## config.mk

```make
export PLATFORM = sky130hd
export DESIGN_NAME = ctp_counter_channel
export DESIGN_NICKNAME = d
export VERILOG_FILES = /design/src/design/ctp_pkg.sv /design/src/design/ctp_counter_channel.sv
export SDC_FILE = /design/constraint.sdc
export NUM_CORES = 1
export LEC_CHECK = 0
export ABC_AREA = 1
export BUFFER_PORTS_ARGS = -buffer_cell sky130_fd_sc_hd__buf_2
export CORE_MARGIN = 2
export CORE_UTILIZATION = 61
export CTS_CLUSTER_SIZE = 20
export DETAILED_ROUTE_END_ITERATION = 7
export PLACE_DENSITY = 0.88
export SYNTH_ARGS = -nofsm -noshare
export SYNTH_HDL_FRONTEND = slang
export SYNTH_SLANG_ARGS = --single-unit
```

## constraint.sdc

```tcl
create_clock -name sys_clk -period 4.2 [get_ports sys_clk]
set_input_delay 0.21 -clock sys_clk [delete_from_list [all_inputs] [get_ports sys_clk]]
set_output_delay 0.21 -clock sys_clk [all_outputs]
set_load 0.1 [all_outputs]
```

## src/design/ctp_pkg.sv

```systemverilog
// Constants, carriers and state layout for the counter/period channel
`default_nettype none
//------------------------------------------------------------------------------
// Summary of operation
// - Totalize counts up, wraps at 32 bits for either width
// - Clear-on-read latches old count, then zeroes
// - Saturate holds count at all ones
// - Width matters only when saturating
// - Latch at scan start, or mapped edge
// - Gate low freezes count in both modes
// - Own input increments, mapped input decrements
// - Mapped input may replace own increment source
// - Low-half read latches 32 bits, may clear
// - Asynchronous read only in counter mode
// - Read strobes selectable as mapped signals
// - Period spans like-polarity edge to edge
// - Scan repeats period result until next completes
// - Latching period clears counter, keeps edge
// - Acquisition start zeroes all counters
// - Tick is 1, 10, 100, 1000 clocks
// - Average field selects 1/10/100/1000 periods
// - Period results always saturate at width
// - Mapped input may replace measured period source
// - Only whole ticks are counted
// - Mapped from four inputs or four strobes
// - Scan start pulses once per scan
// - Scan result split into two halves
//------------------------------------------------------------------------------
package ctp_pkg;

	//------------------------------------------------------------------------------
	// Register map, byte addresses
	//------------------------------------------------------------------------------
	localparam int ADDR_W = 8;
	localparam logic [7:0] REG_CTRL = 8'h00;
	localparam logic [7:0] REG_ASYNC_LO = 8'h04;
	localparam logic [7:0] REG_ASYNC_HI = 8'h08;
	localparam logic [7:0] REG_SCAN = 8'h0C;
	localparam logic [7:0] REG_PERIOD = 8'h10;
	localparam logic [7:0] REG_COUNT = 8'h14;
	localparam logic [1:0] RESP_OKAY = 2'h0;
	localparam logic [1:0] RESP_SLVERR = 2'h2;

	//------------------------------------------------------------------------------
	// Counting limits and timing counts (in sys_clk cycles)
	//------------------------------------------------------------------------------
	localparam logic [31:0] TOP_16 = 32'h0000_FFFF;
	localparam logic [31:0] TOP_32 = 32'hFFFF_FFFF;
	localparam logic [9:0] TICK_DIV_1 = 10'h001;
	localparam logic [9:0] TICK_DIV_10 = 10'h00A;
	localparam logic [9:0] TICK_DIV_100 = 10'h064;
	localparam logic [9:0] TICK_DIV_1000 = 10'h3E8;
	localparam logic [9:0] AVG_1 = 10'h001;
	localparam logic [9:0] AVG_10 = 10'h00A;
	localparam logic [9:0] AVG_100 = 10'h064;
	localparam logic [9:0] AVG_1000 = 10'h3E8;

	// Control register, bit 0 at the bottom of the list
	typedef struct packed {
		logic falling_edge;
		logic [2:0] map_select;
		logic [1:0] tick_select;
		logic [1:0] period_average_count;
		logic mapped_source_enable;
		logic mapped_decrement_enable;
		logic gate_enable;
		logic latch_source_select;
		logic width_select;
		logic saturate_select;
		logic clear_on_read_select;
		logic period_mode;
	} ctp_ctrl_s;
	localparam logic [15:0] CTRL_RESET = 16'h0000;

	// AXI4-Lite, master to slave
	typedef struct packed {
		logic awvalid;
		logic [ADDR_W-1:0] awaddr;
		logic wvalid;
		logic [31:0] wdata;
		logic [3:0] wstrb;
		logic bready;
		logic arvalid;
		logic [ADDR_W-1:0] araddr;
		logic rready;
	} ctp_axi_req_s;

	// AXI4-Lite, slave to master
	typedef struct packed {
		logic awready;
		logic wready;
		logic bvalid;
		logic [1:0] bresp;
		logic arready;
		logic rvalid;
		logic [31:0] rdata;
		logic [1:0] rresp;
	} ctp_axi_rsp_s;

	typedef enum logic [1:0] {
		AX_IDLE = 2'h0,
		AX_WRESP = 2'h1,
		AX_RRESP = 2'h2
	} ctp_axi_e;

	// Whole state of the channel
	typedef struct packed {
		ctp_ctrl_s ctrl;
		logic [31:0] count;
		logic [31:0] period_result;
		logic [31:0] scan_out;
		logic [31:0] async_latch;
		logic [9:0] prescale;
		logic [9:0] periods_seen;
		logic armed;
		logic own_q;
		logic map_q;
		logic strobe;
		ctp_axi_e ax;
		ctp_axi_rsp_s rsp;
	} ctp_state_s;
	localparam ctp_state_s STATE_RESET = '0;

endpackage : ctp_pkg
`default_nettype wire

```

## src/design/ctp_counter_channel.sv

```systemverilog
// One counter channel: totalize and period modes behind an AXI4-Lite slave
`default_nettype none
module ctp_counter_channel
	import ctp_pkg::*;
(
	input wire logic sys_clk,
	input wire logic rst_b,
	input wire logic clk_en,
	input wire logic chan_in,
	input wire logic [3:0] mapped_inputs,
	input wire logic [3:0] read_strobes,
	input wire logic scan_start,
	input wire logic acq_start,
	input wire ctp_axi_req_s axi_req,
	output ctp_axi_rsp_s axi_rsp,
	output logic [31:0] scan_data,
	output logic async_read_strobe
);

	//------------------------------------------------------------------------------
	// State and decoded terms
	//------------------------------------------------------------------------------
	ctp_state_s r;
	ctp_state_s next_r;
	ctp_ctrl_s c;
	logic mapped;
	logic src;
	logic src_prev;
	logic src_rise;
	logic src_edge;
	logic map_rise;
	logic gate_ok;
	logic tick;
	logic inc;
	logic dec;
	logic latch_evt;
	logic rd_take;
	logic rd_async;
	logic wr_take;
	logic clr;
	logic [31:0] top;
	logic [31:0] base;
	logic [31:0] cnt_adv;
	logic [9:0] tdiv;
	logic [9:0] avg;
	logic [9:0] seen_next;
	logic [15:0] ctrl_w;

	assign c = r.ctrl;

	// Outputs come straight from the state flops
	assign axi_rsp = r.rsp;
	assign scan_data = r.scan_out;
	assign async_read_strobe = r.strobe;

	//------------------------------------------------------------------------------
	// Signal selection and edge detection
	//------------------------------------------------------------------------------
	// Mapped source: four inputs or four read strobes
	always_comb begin
		if (c.map_select[2]) begin
			mapped = read_strobes[c.map_select[1:0]];
		end else begin
			mapped = mapped_inputs[c.map_select[1:0]];
		end
	end

	// Edges compare the present input with last cycle's sample; a change of
	// map selection may show one false edge, software should reselect idle
	always_comb begin
		src = c.mapped_source_enable ? mapped : chan_in;
		src_prev = c.mapped_source_enable ? r.map_q : r.own_q;
		src_rise = src & ~src_prev;
		map_rise = mapped & ~r.map_q;
		if (c.falling_edge) begin
			src_edge = ~src & src_prev;
		end else begin
			src_edge = src_rise;
		end
		gate_ok = ~c.gate_enable | mapped;
		top = c.width_select ? TOP_32 : TOP_16;
	end

	// Tick divider and averaging length
	always_comb begin
		case (c.tick_select)
			2'h0: tdiv = TICK_DIV_1;
			2'h1: tdiv = TICK_DIV_10;
			2'h2: tdiv = TICK_DIV_100;
			default: tdiv = TICK_DIV_1000;
		endcase
		case (c.period_average_count)
			2'h0: avg = AVG_1;
			2'h1: avg = AVG_10;
			2'h2: avg = AVG_100;
			default: avg = AVG_1000;
		endcase
		tick = (r.prescale == (tdiv - 10'h001));
	end

	//------------------------------------------------------------------------------
	// Bus handshake terms
	//------------------------------------------------------------------------------
	// A read or write is taken at the edge where its ready is high
	always_comb begin
		wr_take = (r.ax == AX_WRESP) & r.rsp.awready;
		rd_take = (r.ax == AX_RRESP) & r.rsp.arready;
		// Period mode has no mapped latch, so the low half read is inert
		rd_async = rd_take & (axi_req.araddr == REG_ASYNC_LO) & ~c.period_mode;
		ctrl_w = r.ctrl;
		if (axi_req.wstrb[0]) begin
			ctrl_w[7:0] = axi_req.wdata[7:0];
		end
		if (axi_req.wstrb[1]) begin
			ctrl_w[15:8] = axi_req.wdata[15:8];
		end
	end

	//------------------------------------------------------------------------------
	// Counter mode datapath
	//------------------------------------------------------------------------------
	// Clearing reads the old value first, so an event in the same cycle
	// lands on the cleared count instead of being lost
	always_comb begin
		inc = gate_ok & src_rise;
		dec = gate_ok & c.mapped_decrement_enable & map_rise;
		if (c.latch_source_select) begin
			latch_evt = map_rise;
		end else begin
			latch_evt = scan_start;
		end
		clr = c.clear_on_read_select & (latch_evt | rd_async);
		base = clr ? 32'h0000_0000 : r.count;
		if (inc & ~dec) begin
			if (~c.saturate_select | (base < top)) begin
				base = base + 32'h0000_0001;
			end
		end else if (dec & ~inc) begin
			base = base - 32'h0000_0001;
		end
		// Both events together leave base unchanged
	end

	//------------------------------------------------------------------------------
	// Period mode datapath
	//------------------------------------------------------------------------------
	// Count advances only on a completed tick; the result saturates
	always_comb begin
		cnt_adv = r.count;
		if (gate_ok & tick & (r.count < top)) begin
			cnt_adv = r.count + 32'h0000_0001;
		end
		seen_next = r.periods_seen + 10'h001;
	end

	//------------------------------------------------------------------------------
	// Next-state logic
	//------------------------------------------------------------------------------
	always_comb begin
		next_r = r;
		next_r.own_q = chan_in;
		next_r.map_q = mapped;
		next_r.strobe = 1'b0;

		// Channel datapath
		if (c.period_mode) begin
			if (src_edge) begin
				next_r.prescale = 10'h000;
				if (!r.armed) begin
					// First edge opens the first measurement
					next_r.armed = 1'b1;
					next_r.count = 32'h0000_0000;
					next_r.periods_seen = 10'h000;
				end else if (seen_next == avg) begin
					next_r.period_result = cnt_adv;
					next_r.count = 32'h0000_0000;
					next_r.periods_seen = 10'h000;
				end else begin
					next_r.count = cnt_adv;
					next_r.periods_seen = seen_next;
				end
			end else if (gate_ok) begin
				next_r.count = cnt_adv;
				next_r.prescale = tick ? 10'h000 : r.prescale + 10'h001;
			end
			if (scan_start) begin
				next_r.scan_out = r.period_result;
			end
		end else begin
			next_r.count = base;
			next_r.armed = 1'b0;
			if (latch_evt) begin
				next_r.scan_out = r.count;
			end
			if (rd_async) begin
				next_r.async_latch = r.count;
				next_r.strobe = 1'b1;
			end
		end

		// Start of acquisition overrides all counting
		if (acq_start) begin
			next_r.count = 32'h0000_0000;
			next_r.scan_out = 32'h0000_0000;
			next_r.period_result = 32'h0000_0000;
			next_r.async_latch = 32'h0000_0000;
			next_r.prescale = 10'h000;
			next_r.periods_seen = 10'h000;
			next_r.armed = 1'b0;
		end

		// Bus slave; writes are taken only with address and data both present
		case (r.ax)
			AX_IDLE: begin
				if (axi_req.awvalid & axi_req.wvalid) begin
					next_r.rsp.awready = 1'b1;
					next_r.rsp.wready = 1'b1;
					next_r.ax = AX_WRESP;
				end else if (axi_req.arvalid) begin
					next_r.rsp.arready = 1'b1;
					next_r.ax = AX_RRESP;
				end
			end
			AX_WRESP: begin
				if (wr_take) begin
					next_r.rsp.awready = 1'b0;
					next_r.rsp.wready = 1'b0;
					next_r.rsp.bvalid = 1'b1;
					next_r.rsp.bresp = RESP_SLVERR;
					if (axi_req.awaddr == REG_CTRL) begin
						next_r.ctrl = ctp_ctrl_s'(ctrl_w);
						next_r.rsp.bresp = RESP_OKAY;
					end else if ((axi_req.awaddr == REG_ASYNC_LO) |
						(axi_req.awaddr == REG_ASYNC_HI) |
						(axi_req.awaddr == REG_SCAN) |
						(axi_req.awaddr == REG_PERIOD) |
						(axi_req.awaddr == REG_COUNT)) begin
						// Read-only registers ignore writes
						next_r.rsp.bresp = RESP_OKAY;
					end
				end else if (r.rsp.bvalid & axi_req.bready) begin
					next_r.rsp.bvalid = 1'b0;
					next_r.ax = AX_IDLE;
				end
			end
			AX_RRESP: begin
				if (rd_take) begin
					next_r.rsp.arready = 1'b0;
					next_r.rsp.rvalid = 1'b1;
					next_r.rsp.rresp = RESP_OKAY;
					case (axi_req.araddr)
						REG_CTRL: next_r.rsp.rdata = {16'h0000, r.ctrl};
						REG_ASYNC_LO: begin
							if (c.period_mode) begin
								next_r.rsp.rdata = {16'h0000, r.async_latch[15:0]};
							end else begin
								next_r.rsp.rdata = {16'h0000, r.count[15:0]};
							end
						end
						REG_ASYNC_HI: next_r.rsp.rdata = {16'h0000, r.async_latch[31:16]};
						REG_SCAN: next_r.rsp.rdata = r.scan_out;
						REG_PERIOD: next_r.rsp.rdata = r.period_result;
						REG_COUNT: next_r.rsp.rdata = r.count;
						default: begin
							next_r.rsp.rdata = 32'h0000_0000;
							next_r.rsp.rresp = RESP_SLVERR;
						end
					endcase
				end else if (r.rsp.rvalid & axi_req.rready) begin
					next_r.rsp.rvalid = 1'b0;
					next_r.ax = AX_IDLE;
				end
			end
			default: begin
				next_r.ax = AX_IDLE;
			end
		endcase
	end

	//------------------------------------------------------------------------------
	// State register
	//------------------------------------------------------------------------------
	// Clock enable low freezes every bit, bus included
	always_ff @(posedge sys_clk or negedge rst_b) begin
		if (!rst_b) begin
			r <= STATE_RESET;
		end else if (clk_en) begin
			r <= next_r;
		end
	end

endmodule : ctp_counter_channel
`default_nettype wire

```

# After elaboration in Yosys (flattened, before gate mapping)
# Index checks and enable logic that the tools add are counted.
# classes
n_addsub	6
magnitude_cmp	3
n_eq_ne	32
muxes	65
bitwise_logic	33
n_reduce_logical	33
# ops
cell	n
2-to-1 mux 32 bit	20
one-hot mux 32 bit (6 select lines)	1
2-to-1 mux 149 bit	1
adder 32 x 1 -> 32 bit (second input constant)	2
< comparator 32 bit	2
one-hot mux 10 bit (3 select lines)	2
2-to-1 mux 10 bit	5
equality test 8 x 4 -> 1 bit (second input constant)	4
equality test 8 x 5 -> 1 bit (second input constant)	4
subtractor 32 x 1 -> 32 bit (second input constant)	1
AND reduction 3 bit	8
2-to-1 mux 2 bit	11
adder 10 x 1 -> 10 bit (second input constant)	2
equality test 10 bit	2
2-to-1 mux 20 bit	1
AND reduction 5 bit	4
bitwise AND 1 bit	18
nonzero test 2 bit	9
2-to-1 mux 1 bit	17
equality test 8 x 3 -> 1 bit (second input constant)	2
logical NOT 8 bit	2
2-to-1 mux 16 bit	1
inequality test 2 bit (second input constant)	8
2-to-1 mux 11 bit	1
other kinds (20)	44
# totals
regBits	211
output_inout_bits	74
wordCells	203

# Depth between registers and ports, before layout
# Gate-level depths: netlist of run 1.
# depth
word_depth	14
ltp_mapped	28

# Worst setup path before layout of run 1
# Ideal clock, no wire load.
# synth_timing
path_type	flip-flop to flip-flop
start	reg r[41] (netlist name)
end	reg r[174] (netlist name)
setup_ns	0.118
t_arrival_ns	3.244
t_required_ns	4.082
slack_ns	0.838
stages_incl_launch_ff	28
n_path_buf	4
period_less_slack_ns	3.362
path_cell_list	dfrtp_1 nor2_2 inv_1 nor2_2 nand3_2 nand3_2 nand2_2 buf_6 buf_12 buf_6 nand2_1 inv_1 ha_1 a21oi_1 o21a_1 nor2_1 nor3_1 and2_1 o211ai_1 a21oi_1 nand2_2 nand2_2 buf_2 nand2_1 nand2_1 nand2_1 a21oi_1 nor2_1
# synth_via
elab_chain_cells	13
elab_cells_between_ends	16
# synth_rtl
item	line_no	source
start: declaration	ctp_counter_channel.sv:23	ctp_state_s r;
start signal: assignment	ctp_counter_channel.sv:288	r <= next_r;
equality test 2 bit (*)	ctp_counter_channel.sv:107	rd_take = (r.ax == AX_RRESP) & r.rsp.arready;
bitwise AND 1 bit (*)	ctp_counter_channel.sv:107	
bitwise AND 1 bit (*) (2 in series)	ctp_counter_channel.sv:109	rd_async = rd_take & (axi_req.araddr == REG_ASYNC_LO) & ~c.period_mode;
OR 1 bit (*)	ctp_counter_channel.sv:132	clr = c.clear_on_read_select & (latch_evt | rd_async);
bitwise AND 1 bit (*)	ctp_counter_channel.sv:132	
2-to-1 mux 32 bit (*)	ctp_counter_channel.sv:133	base = clr ? 32'h0000_0000 : r.count;
< comparator 32 bit	ctp_counter_channel.sv:135	if (~c.saturate_select | (base < top)) begin
OR 1 bit	ctp_counter_channel.sv:135	
2-to-1 mux 32 bit	ctp_counter_channel.sv:135	
2-to-1 mux 32 bit (*)	ctp_counter_channel.sv:134	if (inc & ~dec) begin
2-to-1 mux 32 bit (*)	ctp_counter_channel.sv:166	if (c.period_mode) begin
2-to-1 mux 149 bit (*)	ctp_counter_channel.sv:202	if (acq_start) begin
# Every way passes the cells marked *; elsewhere a longest branch is shown, timed or not.
# A chain may end at the register's enable or synchronous reset.

# Final worst setup path of run 1
# layout_timing
start	reg r, in the netlist c[12]
end	reg r[180] (netlist name)
# layout_via
elab_chain_cells	14
elab_cells_between_ends	41
# layout_rtl
item	line_no	source
binary-select mux 1 bit (select 2 bit), on equally long branches	ctp_counter_channel.sv:64, ctp_counter_channel.sv:62	
2-to-1 mux 1 bit, on equally long branches	ctp_counter_channel.sv:64, ctp_counter_channel.sv:62	
2-to-1 mux 1 bit (*)	ctp_counter_channel.sv:61	if (c.map_select[2]) begin
bitwise AND 1 bit	ctp_counter_channel.sv:74	map_rise = mapped & ~r.map_q;
2-to-1 mux 1 bit	ctp_counter_channel.sv:127	if (c.latch_source_select) begin
OR 1 bit	ctp_counter_channel.sv:132	
bitwise AND 1 bit	ctp_counter_channel.sv:132	
2-to-1 mux 32 bit	ctp_counter_channel.sv:133	
< comparator 32 bit	ctp_counter_channel.sv:135	
OR 1 bit	ctp_counter_channel.sv:135	
2-to-1 mux 32 bit	ctp_counter_channel.sv:135	
2-to-1 mux 32 bit	ctp_counter_channel.sv:134	
2-to-1 mux 32 bit	ctp_counter_channel.sv:166	
2-to-1 mux 149 bit	ctp_counter_channel.sv:202	
# Every way passes the cells marked *; elsewhere a longest branch is shown, timed or not. The select of a mux whose other input is x is not followed.

==> results, run 1 <==
- The most frequent standard cell in the layout excluding fill and tap cells is sky130_fd_sc_hd__nand2_1.
- The category of the most critical setup path is flop to flop.
- The pin count of the biggest net entering global routing is 97.
- The height of the die is 164 um.
- In the layout the commonest cells are sky130_fd_sc_hd__nand2_1 (508), sky130_fd_sc_hd__inv_1 (295), sky130_fd_sc_hd__o21ai_0 (225).
- Fill cells in the final layout number 2,093.
- The arrival time of the worst setup path is 4.32 ns.
- In the routed layout, each cell is associated on average with a via count of 6.13.
- The run finished with clean final reports.
- The sequential cell area in the final layout is 5200 um2.
- The synthesized-area fraction occupied by ao, oa, aoi and oai cells was 0.183.
- The fraction of synthesized area in multiplexers is 0.00144.
- The global-route wire length before repair is 82.0 mm.
- The total vias in the final route is 16.5k.
- The starting density of the core is 0.620.
- The kind of cell adding the most delay to the critical path is simple AND/OR/NAND/NOR gates.
- The post-route total power is 0.00680 W.
- The total of flip-flops plus latches after synthesis is 208.
- Setup repair after global routing left no endpoint under its margin.
- The fraction of the mapped netlist area in simple logic gates is 0.283.
- The transition time at the pin with the least slew margin is 0.801 ns.
- Of the total synthesized cell area, the portion taken by full adders, half adders and majority gates is 0.0280.
- After the first detailed-routing iteration, the DRC count stood at 2,341.
- The Yosys step of the flow raised 0 warnings.
- The count of buffer and inverter cells on the critical path is 3.
- Clock latency on the worst-skew pair, taken at its later pin, is 0.54 ns.
- For this design the top-level I/O count stands at 145.
- For the final routed database, the setup TNS stands at 0 ns.
- The post-synthesis cell type count is 62.
- The net count of the finished layout is 2,452.
- After detailed routing, the average wire length per cell comes to 19.6 um.
- The number of max-slew violations in the final report is 0.
- The signed area change from the synthesized netlist to the final layout is 9.55%.
- Summed over all layers, the global routing overflow is 0.
- The fraction of the yosys area taken by sequential cells is 0.333.
- The worst max-slew margin expressed relative to the limit is 0.452.
- The count of standard-cell rows is 58.
- The combined area of the multi-input logic cells is 8200 um2.
- After synthesis, the share of flip-flops with an asynchronous set or reset is 1.00.
- The clock tree root buffer cell is sky130_fd_sc_hd__clkbuf_16.
- The max-cap check violation count is 0.
- The worst setup path is captured at a flop.
- For this run, the top clock speed supported by timing is 254 MHz.
- The highest fanout seen on the critical path is 20.
- Wires add up to 52.9 mm.
- The power per standard cell area is 397 nW/um2.
- The clock drives 208 sinks.
- The die covers 26,900 um2.
- The TritonCTS clock tree is built.
- The share of the clock period used by the worst path is 0.937.
- The worst slack at placement is 0.260 ns.
- The min-delay analysis places its worst path in the category input pin to flop.
- In the routed design, unresolved DRC markers number 0.
- The most used flip-flop cell after synthesis is sky130_fd_sc_hd__dfrtp_1.
- The combined global-route utilization of all metal layers is 0.390.
- In this run the number of H-tree levels came out at 1.
- The number of enable flip-flop cells after synthesis is 0.
- The final hold violation count is 0.
- The critical path goes through inv_2, nand2_1, nand3_1, nand3_2, nand4_2, nand3_2, nand2_4, inv_2, nor2_1, ha_1, nand4_1, nor2_1, nor3_1, and2_1, o211ai_1, a21oi_1, nand2_2, nand2_2, buf_12, nand2_1, nand2_1, nand2_1, nand2_1, a21oi_1.
- On the critical path, the stage with the largest delay is an instance of sky130_fd_sc_hd__dfrtp_1.
- The minimum period implied by the final worst setup slack is 3.94 ns.
- The number of antenna violations at the first check in global routing is 0.
- After synthesis, the mean cell area works out to 6.77 um2.
- The total of endpoints with negative setup slack in the final report is 0.
- Synthesis produced 2,308 cells.
- The main combinational cell family by area after synthesis is simple AND/OR/NAND/NOR gates.
- The startpoint kind of the worst setup timing path is a flop.
- Clock tree synthesis inserted a total of 24 buffers.
- The design area is 17,100 um2.
- Clock-pin slew was measured on the worst setup and hold paths at 0.07 ns.
- The weighted congestion at the end of routability-driven global placement is 0.998.
- After synthesis the cells add up to 15,600 um2.
- The core outline area is 25,200 um2.
- In the final layout, the share of cells above drive strength 1 is 0.131.
- 0 antenna diodes ended up in the layout.
- The most prevalent standard cell on the critical path is sky130_fd_sc_hd__nand2_1.
- Setup slack on the critical path of the routed design comes to 0.265 ns.
- The buffer depth of the longest clock path is 3.
- After detailed placement, the total cell area comes to 16,100 um2.
- The maximum resistive drop on vdd is 0.319 mV.
- In this run the static leakage power is 8.33 nW.
- The wire-length estimate of the detail-placed layout is 37.4 mm.
- The die is 164 um wide.
- On the worst path, the slowest cell contributes a delay of 0.44 ns.
- The count of nets left with antenna violations after detail routing is 0.
- The detailed-routing iteration count for the pre-antenna-repair pass is 6.
- The count of input and output buffers is 124.
- The via count of the first global-routing pass was 15.0k.
- Between clock sinks in the finished design, the worst skew comes to 0.0338 ns.
- The xor/xnor cell area share of the yosys netlist is 0.0258.
- STA puts the critical path data required time at 4.59 ns.
==> cells in the mapped netlist (all sizes together) (35+ instances only) <==
master	count	area (um2)
nor2	220	883
dfrtp	208	5200
nand3	175	926
ha	35	438
o22ai	68	425
a21oi	120	612
buf	113	803
o21ai	251	1300
xor2	46	403
nand2	523	2010
nor3	51	270
inv	305	1140
clkbuf	78	294
==> stage by stage <==
step,std cells,hold slack (ns),utilization
CTS,2694,0.0103,0.680
global route,2694,0.0254,0.680
floorplan,2309,-0.0856,-
detailed placement,2631,0.334,0.639
finish,2694,0.0396,0.680
global placement,2631,0.331,0.639
==> registers in the layout, summed over array words and instances (netlist names) <==
name	flops
c	16
axi_rsp	38
async_read_strobe	1
scan_data	32
r	121
==> cell type report <==
class                           count  area share
Clock inverter                     14     0.00921
Tap cell                          330      0.0241
Multi-Input combinational cell   1601       0.479
Timing Repair Buffer              202      0.0760
Inverter                          309      0.0678
Sequential cell                   208       0.304
Clock buffer                       30      0.0399
==> worst reg2reg max path, cell delays in order (launching register included) <==
cell and delay (ns):
sky130_fd_sc_hd__dfrtp_1 0.44, sky130_fd_sc_hd__inv_2 0.15, sky130_fd_sc_hd__nand2_1 0.07, sky130_fd_sc_hd__nand3_1 0.09, sky130_fd_sc_hd__nand3_2 0.10, sky130_fd_sc_hd__nand4_2 0.13, sky130_fd_sc_hd__nand3_2 0.12, sky130_fd_sc_hd__nand2_4 0.25
sky130_fd_sc_hd__inv_2 0.16, sky130_fd_sc_hd__nor2_1 0.34, sky130_fd_sc_hd__ha_1 0.33, sky130_fd_sc_hd__nand4_1 0.12, sky130_fd_sc_hd__nor2_1 0.06, sky130_fd_sc_hd__nor3_1 0.11, sky130_fd_sc_hd__and2_1 0.16, sky130_fd_sc_hd__o211ai_1 0.10
sky130_fd_sc_hd__a21oi_1 0.16, sky130_fd_sc_hd__nand2_2 0.08, sky130_fd_sc_hd__nand2_2 0.20, sky130_fd_sc_hd__buf_12 0.19, sky130_fd_sc_hd__nand2_1 0.07, sky130_fd_sc_hd__nand2_1 0.05, sky130_fd_sc_hd__nand2_1 0.04, sky130_fd_sc_hd__nand2_1 0.16
sky130_fd_sc_hd__a21oi_1 0.10
==> where the power goes <==
part           switching (W)  total, W  internal, W  leakage [nW]
combinational        0.00168   0.00218     0.000496          5.22
clock               0.000928   0.00222      0.00129         0.413
sequential          0.000200   0.00240      0.00220          2.70
==> metal layers <==
layer | part of all wire | GRT usage | vias up
met5 | 0 | 0 | -
met4 | 0.050 | 0.180 | 0
met3 | 0.12 | 0.0712 | 192
met2 | 0.44 | 0.610 | 1155
met1 | 0.38 | 0.525 | 7580
li1 | - | - | 7586
==> logic make-up (layout without fill, tap and decap cells) <==
family                     Yosys count  in the layout
xor gates and xnor gates            46             46
buffers and inverters              500            555
AOI/OAI and AO/OA                  499            499
adders and majority gates           35             35
muxes                                2              2
and+or+nand+nor                   1017           1017
DFF                                208            208
other                                1              2
==> worst paths after layout <==
check,slack (ns),to,cells past startpoint,startpoint
worst max-delay path,0.26,r[180],24,c[12]
worst min-delay path,0.04,scan_data[12],2,acq_start
worst max register to register,0.26,r[180],24,c[12]
worst min register to register,0.48,axi_rsp[1],2,axi_rsp[1]
max in group asynchronous,2.75,r[145],3,rst_b
min in group asynchronous,0.29,c[1],2,rst_b
==> what timing repair did <==
item / CTS / global route
hold endpoints to repair: 111 / 0
resized for setup: 0 / 1
hold buffers: 19 / 0
setup endpoints to repair: 0 / 26
buffers inserted: 0 / 0
Power figures use the tool's default switching activity.
==> run 2, diff against run 1 <==
--- a/config.mk
+++ b/config.mk
@@ -7,11 +7,13 @@
 export LEC_CHECK = 0
 export ABC_AREA = 1
 export BUFFER_PORTS_ARGS = -buffer_cell sky130_fd_sc_hd__buf_2
+export CELL_PAD_IN_SITES_DETAIL_PLACEMENT = 1
+export CELL_PAD_IN_SITES_GLOBAL_PLACEMENT = 2
 export CORE_MARGIN = 2
-export CORE_UTILIZATION = 61
+export CORE_UTILIZATION = 34
 export CTS_CLUSTER_SIZE = 20
 export DETAILED_ROUTE_END_ITERATION = 7
-export PLACE_DENSITY = 0.88
+export PLACE_DENSITY = 0.87
 export SYNTH_ARGS = -nofsm -noshare
 export SYNTH_HDL_FRONTEND = slang
 export SYNTH_SLANG_ARGS = --single-unit
==> constraint.sdc (replaced) <==
create_clock -name sys_clk -period 3.98 [get_ports sys_clk]
set_input_delay 0.199 -clock sys_clk [delete_from_list [all_inputs] [get_ports sys_clk]]
set_output_delay 0.199 -clock sys_clk [all_outputs]
set_load 0.1 [all_outputs]
==> results, run 2 (synthesis results as in run 1) <==
- The fmax was 268 MHz (was 254 MHz).
- The total of endpoints with negative setup slack in the final report came to 0 (unchanged).
- The half-perimeter wire length after detailed placement is 47.1 mm (was 37.4 mm).
- The register with the most flip-flops is r (unchanged).
- The cell total after placement is 2,932 (was 2,631).
- The final hold violation count was 0 (unchanged).
- The critical path required time is 4.40 ns (was 4.59 ns).
- The detailed-route wire length per cell is 21.0 um (was 19.6 um).
- The number of levels in the clock H-tree is 1 (unchanged).
- The arrival time of the worst setup path came to 4.16 ns (was 4.32 ns).
- The minimum period implied by the final worst setup slack is 3.74 ns (was 3.94 ns).
- The cell area reported after detailed placement is 16,700 um2 (was 16,100 um2).
- The category of the most critical setup path is flop to flop (unchanged).
- The cell with the largest stage delay on the worst path is sky130_fd_sc_hd__dfrtp_1 (unchanged).
- The via count of the first global-routing pass is 16.5k (was 15.0k).
- The total vias in the final route is 16.3k (was 16.5k).
- The detailed-routing iteration count for the pre-antenna-repair pass is 5 (was 6).
- The final layout net count came to 2,487 (was 2,452).
- The buffer depth of the longest clock path is 3 (unchanged).
- The number of antenna violations at the first check in global routing is 1 (was 0).
- The worst slack at placement is 0.183 ns (was 0.260 ns).
- The combined area of the multi-input logic cells was 8220 um2 (was 8200 um2).
- The number of flip-flops under the largest register name is 121 (unchanged).
- The total clock buffers created by CTS is 25 (was 24).
- The core outline area came to 45,400 um2 (was 25,200 um2).
- The antenna diode instance count is 0 (unchanged).
- The kind of cell adding the most delay to the critical path was simple AND/OR/NAND/NOR gates (unchanged).
- Status: completed (unchanged).
- The horizontal die dimension is 218 um (was 164 um).
- The maximum resistive drop on vdd is 0.544 mV (was 0.319 mV).
- The transition time at the pin with the least slew margin is 1.14 ns (was 0.801 ns).
- The number of top-level pins is 145 (unchanged).
- The power per standard cell area is 415 nW/um2 (was 397 nW/um2).
- The count of standard-cell rows is 78 (was 58).
- The most prevalent standard cell on the critical path is sky130_fd_sc_hd__nand2_1 (unchanged).
- The starting density of the core came to 0.344 (was 0.620).
- The static power due to leakage came to 8.52 nW (was 8.33 nW).
- The total global routing overflow is 0 (unchanged).
- The number of vias per cell after detailed routing was 5.44 (was 6.13).
- The most frequent standard cell in the layout excluding fill and tap cells is sky130_fd_sc_hd__nand2_1 (unchanged).
- The number of cells in the finished layout apart from fillers is 2,998 (was 2,694).
- The pin count of the biggest net entering global routing came to 110 (was 97).
- The height of the die is 218 um (was 164 um).
- The share of the clock period used by the worst path is 0.939 (was 0.937).
- The combined global-route utilization of all metal layers is 0.261 (was 0.390).
- The maximum single-stage delay on the critical path came to 0.46 ns (was 0.44 ns).
- The number of fillers in the final layout is 5,792 (was 2,093).
- The total negative slack is 0 ns (unchanged).
- The sequential cell area in the final layout was 5200 um2 (unchanged).
- The number of clock sinks is 208 (unchanged).
- The count of buffer and inverter cells on the critical path was 4 (was 3).
- Crit path cell chain: nor2_1, nor2_1, nand2_1, nand3_2, nand4_2, nand3_2, nand2_2, buf_12, buf_4, nand2_1, inv_1, ha_1, nand4_1, nor3b_1, nand2_1, nor2_1, a21oi_1, nand2_2, buf_8, nand3_1, nand2_1, nand2_1, nand3_1, a21oi_1 (was inv_2, nand2_1, nand3_1, nand3_2, nand4_2, nand3_2, nand2_4, inv_2, nor2_1, ha_1, nand4_1, nor2_1, nor3_1, and2_1, o211ai_1, a21oi_1, nand2_2, nand2_2, buf_12, nand2_1, nand2_1, nand2_1, nand2_1, a21oi_1).
- The type of element capturing the critical path is a flop (unchanged).
- The final core utilization is 0.392 (was 0.680).
- The final worst clock skew is 0.0173 ns (was 0.0338 ns).
- The final worst setup slack is 0.243 ns (was 0.265 ns).
- The number of max-slew violations in the final report is 0 (unchanged).
- Commonest cells after routing, fill and taps aside: sky130_fd_sc_hd__nand2_1 (508), sky130_fd_sc_hd__inv_1 (294), sky130_fd_sc_hd__o21ai_0 (225) (was sky130_fd_sc_hd__nand2_1 (508), sky130_fd_sc_hd__inv_1 (295), sky130_fd_sc_hd__o21ai_0 (225)).
- The die area came to 47,700 um2 (was 26,900 um2).
- The number of DRC markers in iteration 0 is 1,410 (was 2,341).
- The global-route wire length before repair is 97.1 mm (was 82.0 mm).
- The count of input and output buffers came to 124 (unchanged).
- The clock latency on the worst-skew pair is 0.56 ns (was 0.54 ns).
- The max-cap check violation count is 0 (unchanged).
- The signed area change from the synthesized netlist to the final layout is 13.7% (was 9.55%).
- The TritonCTS clock tree was built (unchanged).
- The startpoint kind of the worst setup timing path is a flop (unchanged).
- The worst min-delay path category is input pin to flop (unchanged).
- The highest fanout seen on the critical path is 27 (was 20).
- The clock tree root buffer cell is sky130_fd_sc_hd__clkbuf_16 (unchanged).
- The total wire length is 63.1 mm (was 52.9 mm).
- The worst max-slew margin expressed relative to the limit came to 0.222 (was 0.452).
- The fraction of final layout cells sized beyond drive strength 1 is 0.142 (was 0.131).
- The design area is 17,800 um2 (was 17,100 um2).
- The count of nets left with antenna violations after detail routing is 0 (unchanged).
- The CTS clock-pin slew for the worst setup and hold paths came to 0.06 ns (was 0.07 ns).
- The weighted congestion at the end of routability-driven global placement is 0.915 (was 0.998).
- The remaining design rule violation count is 0 (unchanged).
==> run 2: through the flow <==
stage	hold WS [ns]	power (W)
2_1_floorplan	-0.0966	0.00432
3_3_place_gp	0.196	0.00486
3_5_place_dp	0.199	0.00492
4_1_cts	0.0176	0.00737
5_1_grt	0.0524	0.00770
6_report	0.0399	0.00738
==> run 2: report_power, final <==
part | switching (W) | total, W | internal (W)
registers | 0.000180 | 0.00250 | 0.00232
clock network | 0.000993 | 0.00244 | 0.00145
logic | 0.00187 | 0.00244 | 0.000568
total | 0.00304 | 0.00738 | 0.00434
==> run 2: worst min-delay path: cells and delay by family <==
family	cells	cell delay [ns]
AOI/OAI and AO/OA	1	0.08
muxes	1	0.15
and+or+nand+nor	1	0.05
buffers and inverters	1	0.08
==> run 2: timing repair <==
action	in CTS	in global routing
setup endpoints to repair	0	32
hold buffers	20	0
resized for setup	0	5
buffers inserted	0	2
endpoints found under the hold margin	80	0
==> run 2: worst paths after layout <==
kind | slack (ns) | startpoint | endpoint | cells past startpoint
setup reg to reg | 0.24 | c[12] | r[184] | 24
hold / removal | 0.04 | axi_req[53] | axi_rsp[37] | 4
max in group asynchronous | 2.77 | rst_b | axi_rsp[32] | 3
min in group asynchronous | 0.19 | rst_b | r[173] | 2
hold reg to reg | 0.48 | axi_rsp[6] | axi_rsp[6] | 2
setup / recovery | 0.24 | c[12] | r[184] | 24
==> run 2: per-layer routing <==
layer  vias to the layer above  wire (um)  share of wire  global-route usage
met5                         -         13        0.00021                   0
met4                         2       1970          0.031              0.0853
met3                       103       3150          0.050              0.0223
met2                       448      29200           0.46               0.431
met1                      8116      28800           0.46               0.360
li1                       7647          -              -                   -
==> run 2: cell type report <==
cell class,count,share of cell area
clock buffers,31,0.0376
flip-flops and latches,208,0.293
clock inverters,13,0.0100
inverters,309,0.0653
repair buffers,236,0.0895
well taps,600,0.0422
multi-input cells,1601,0.463
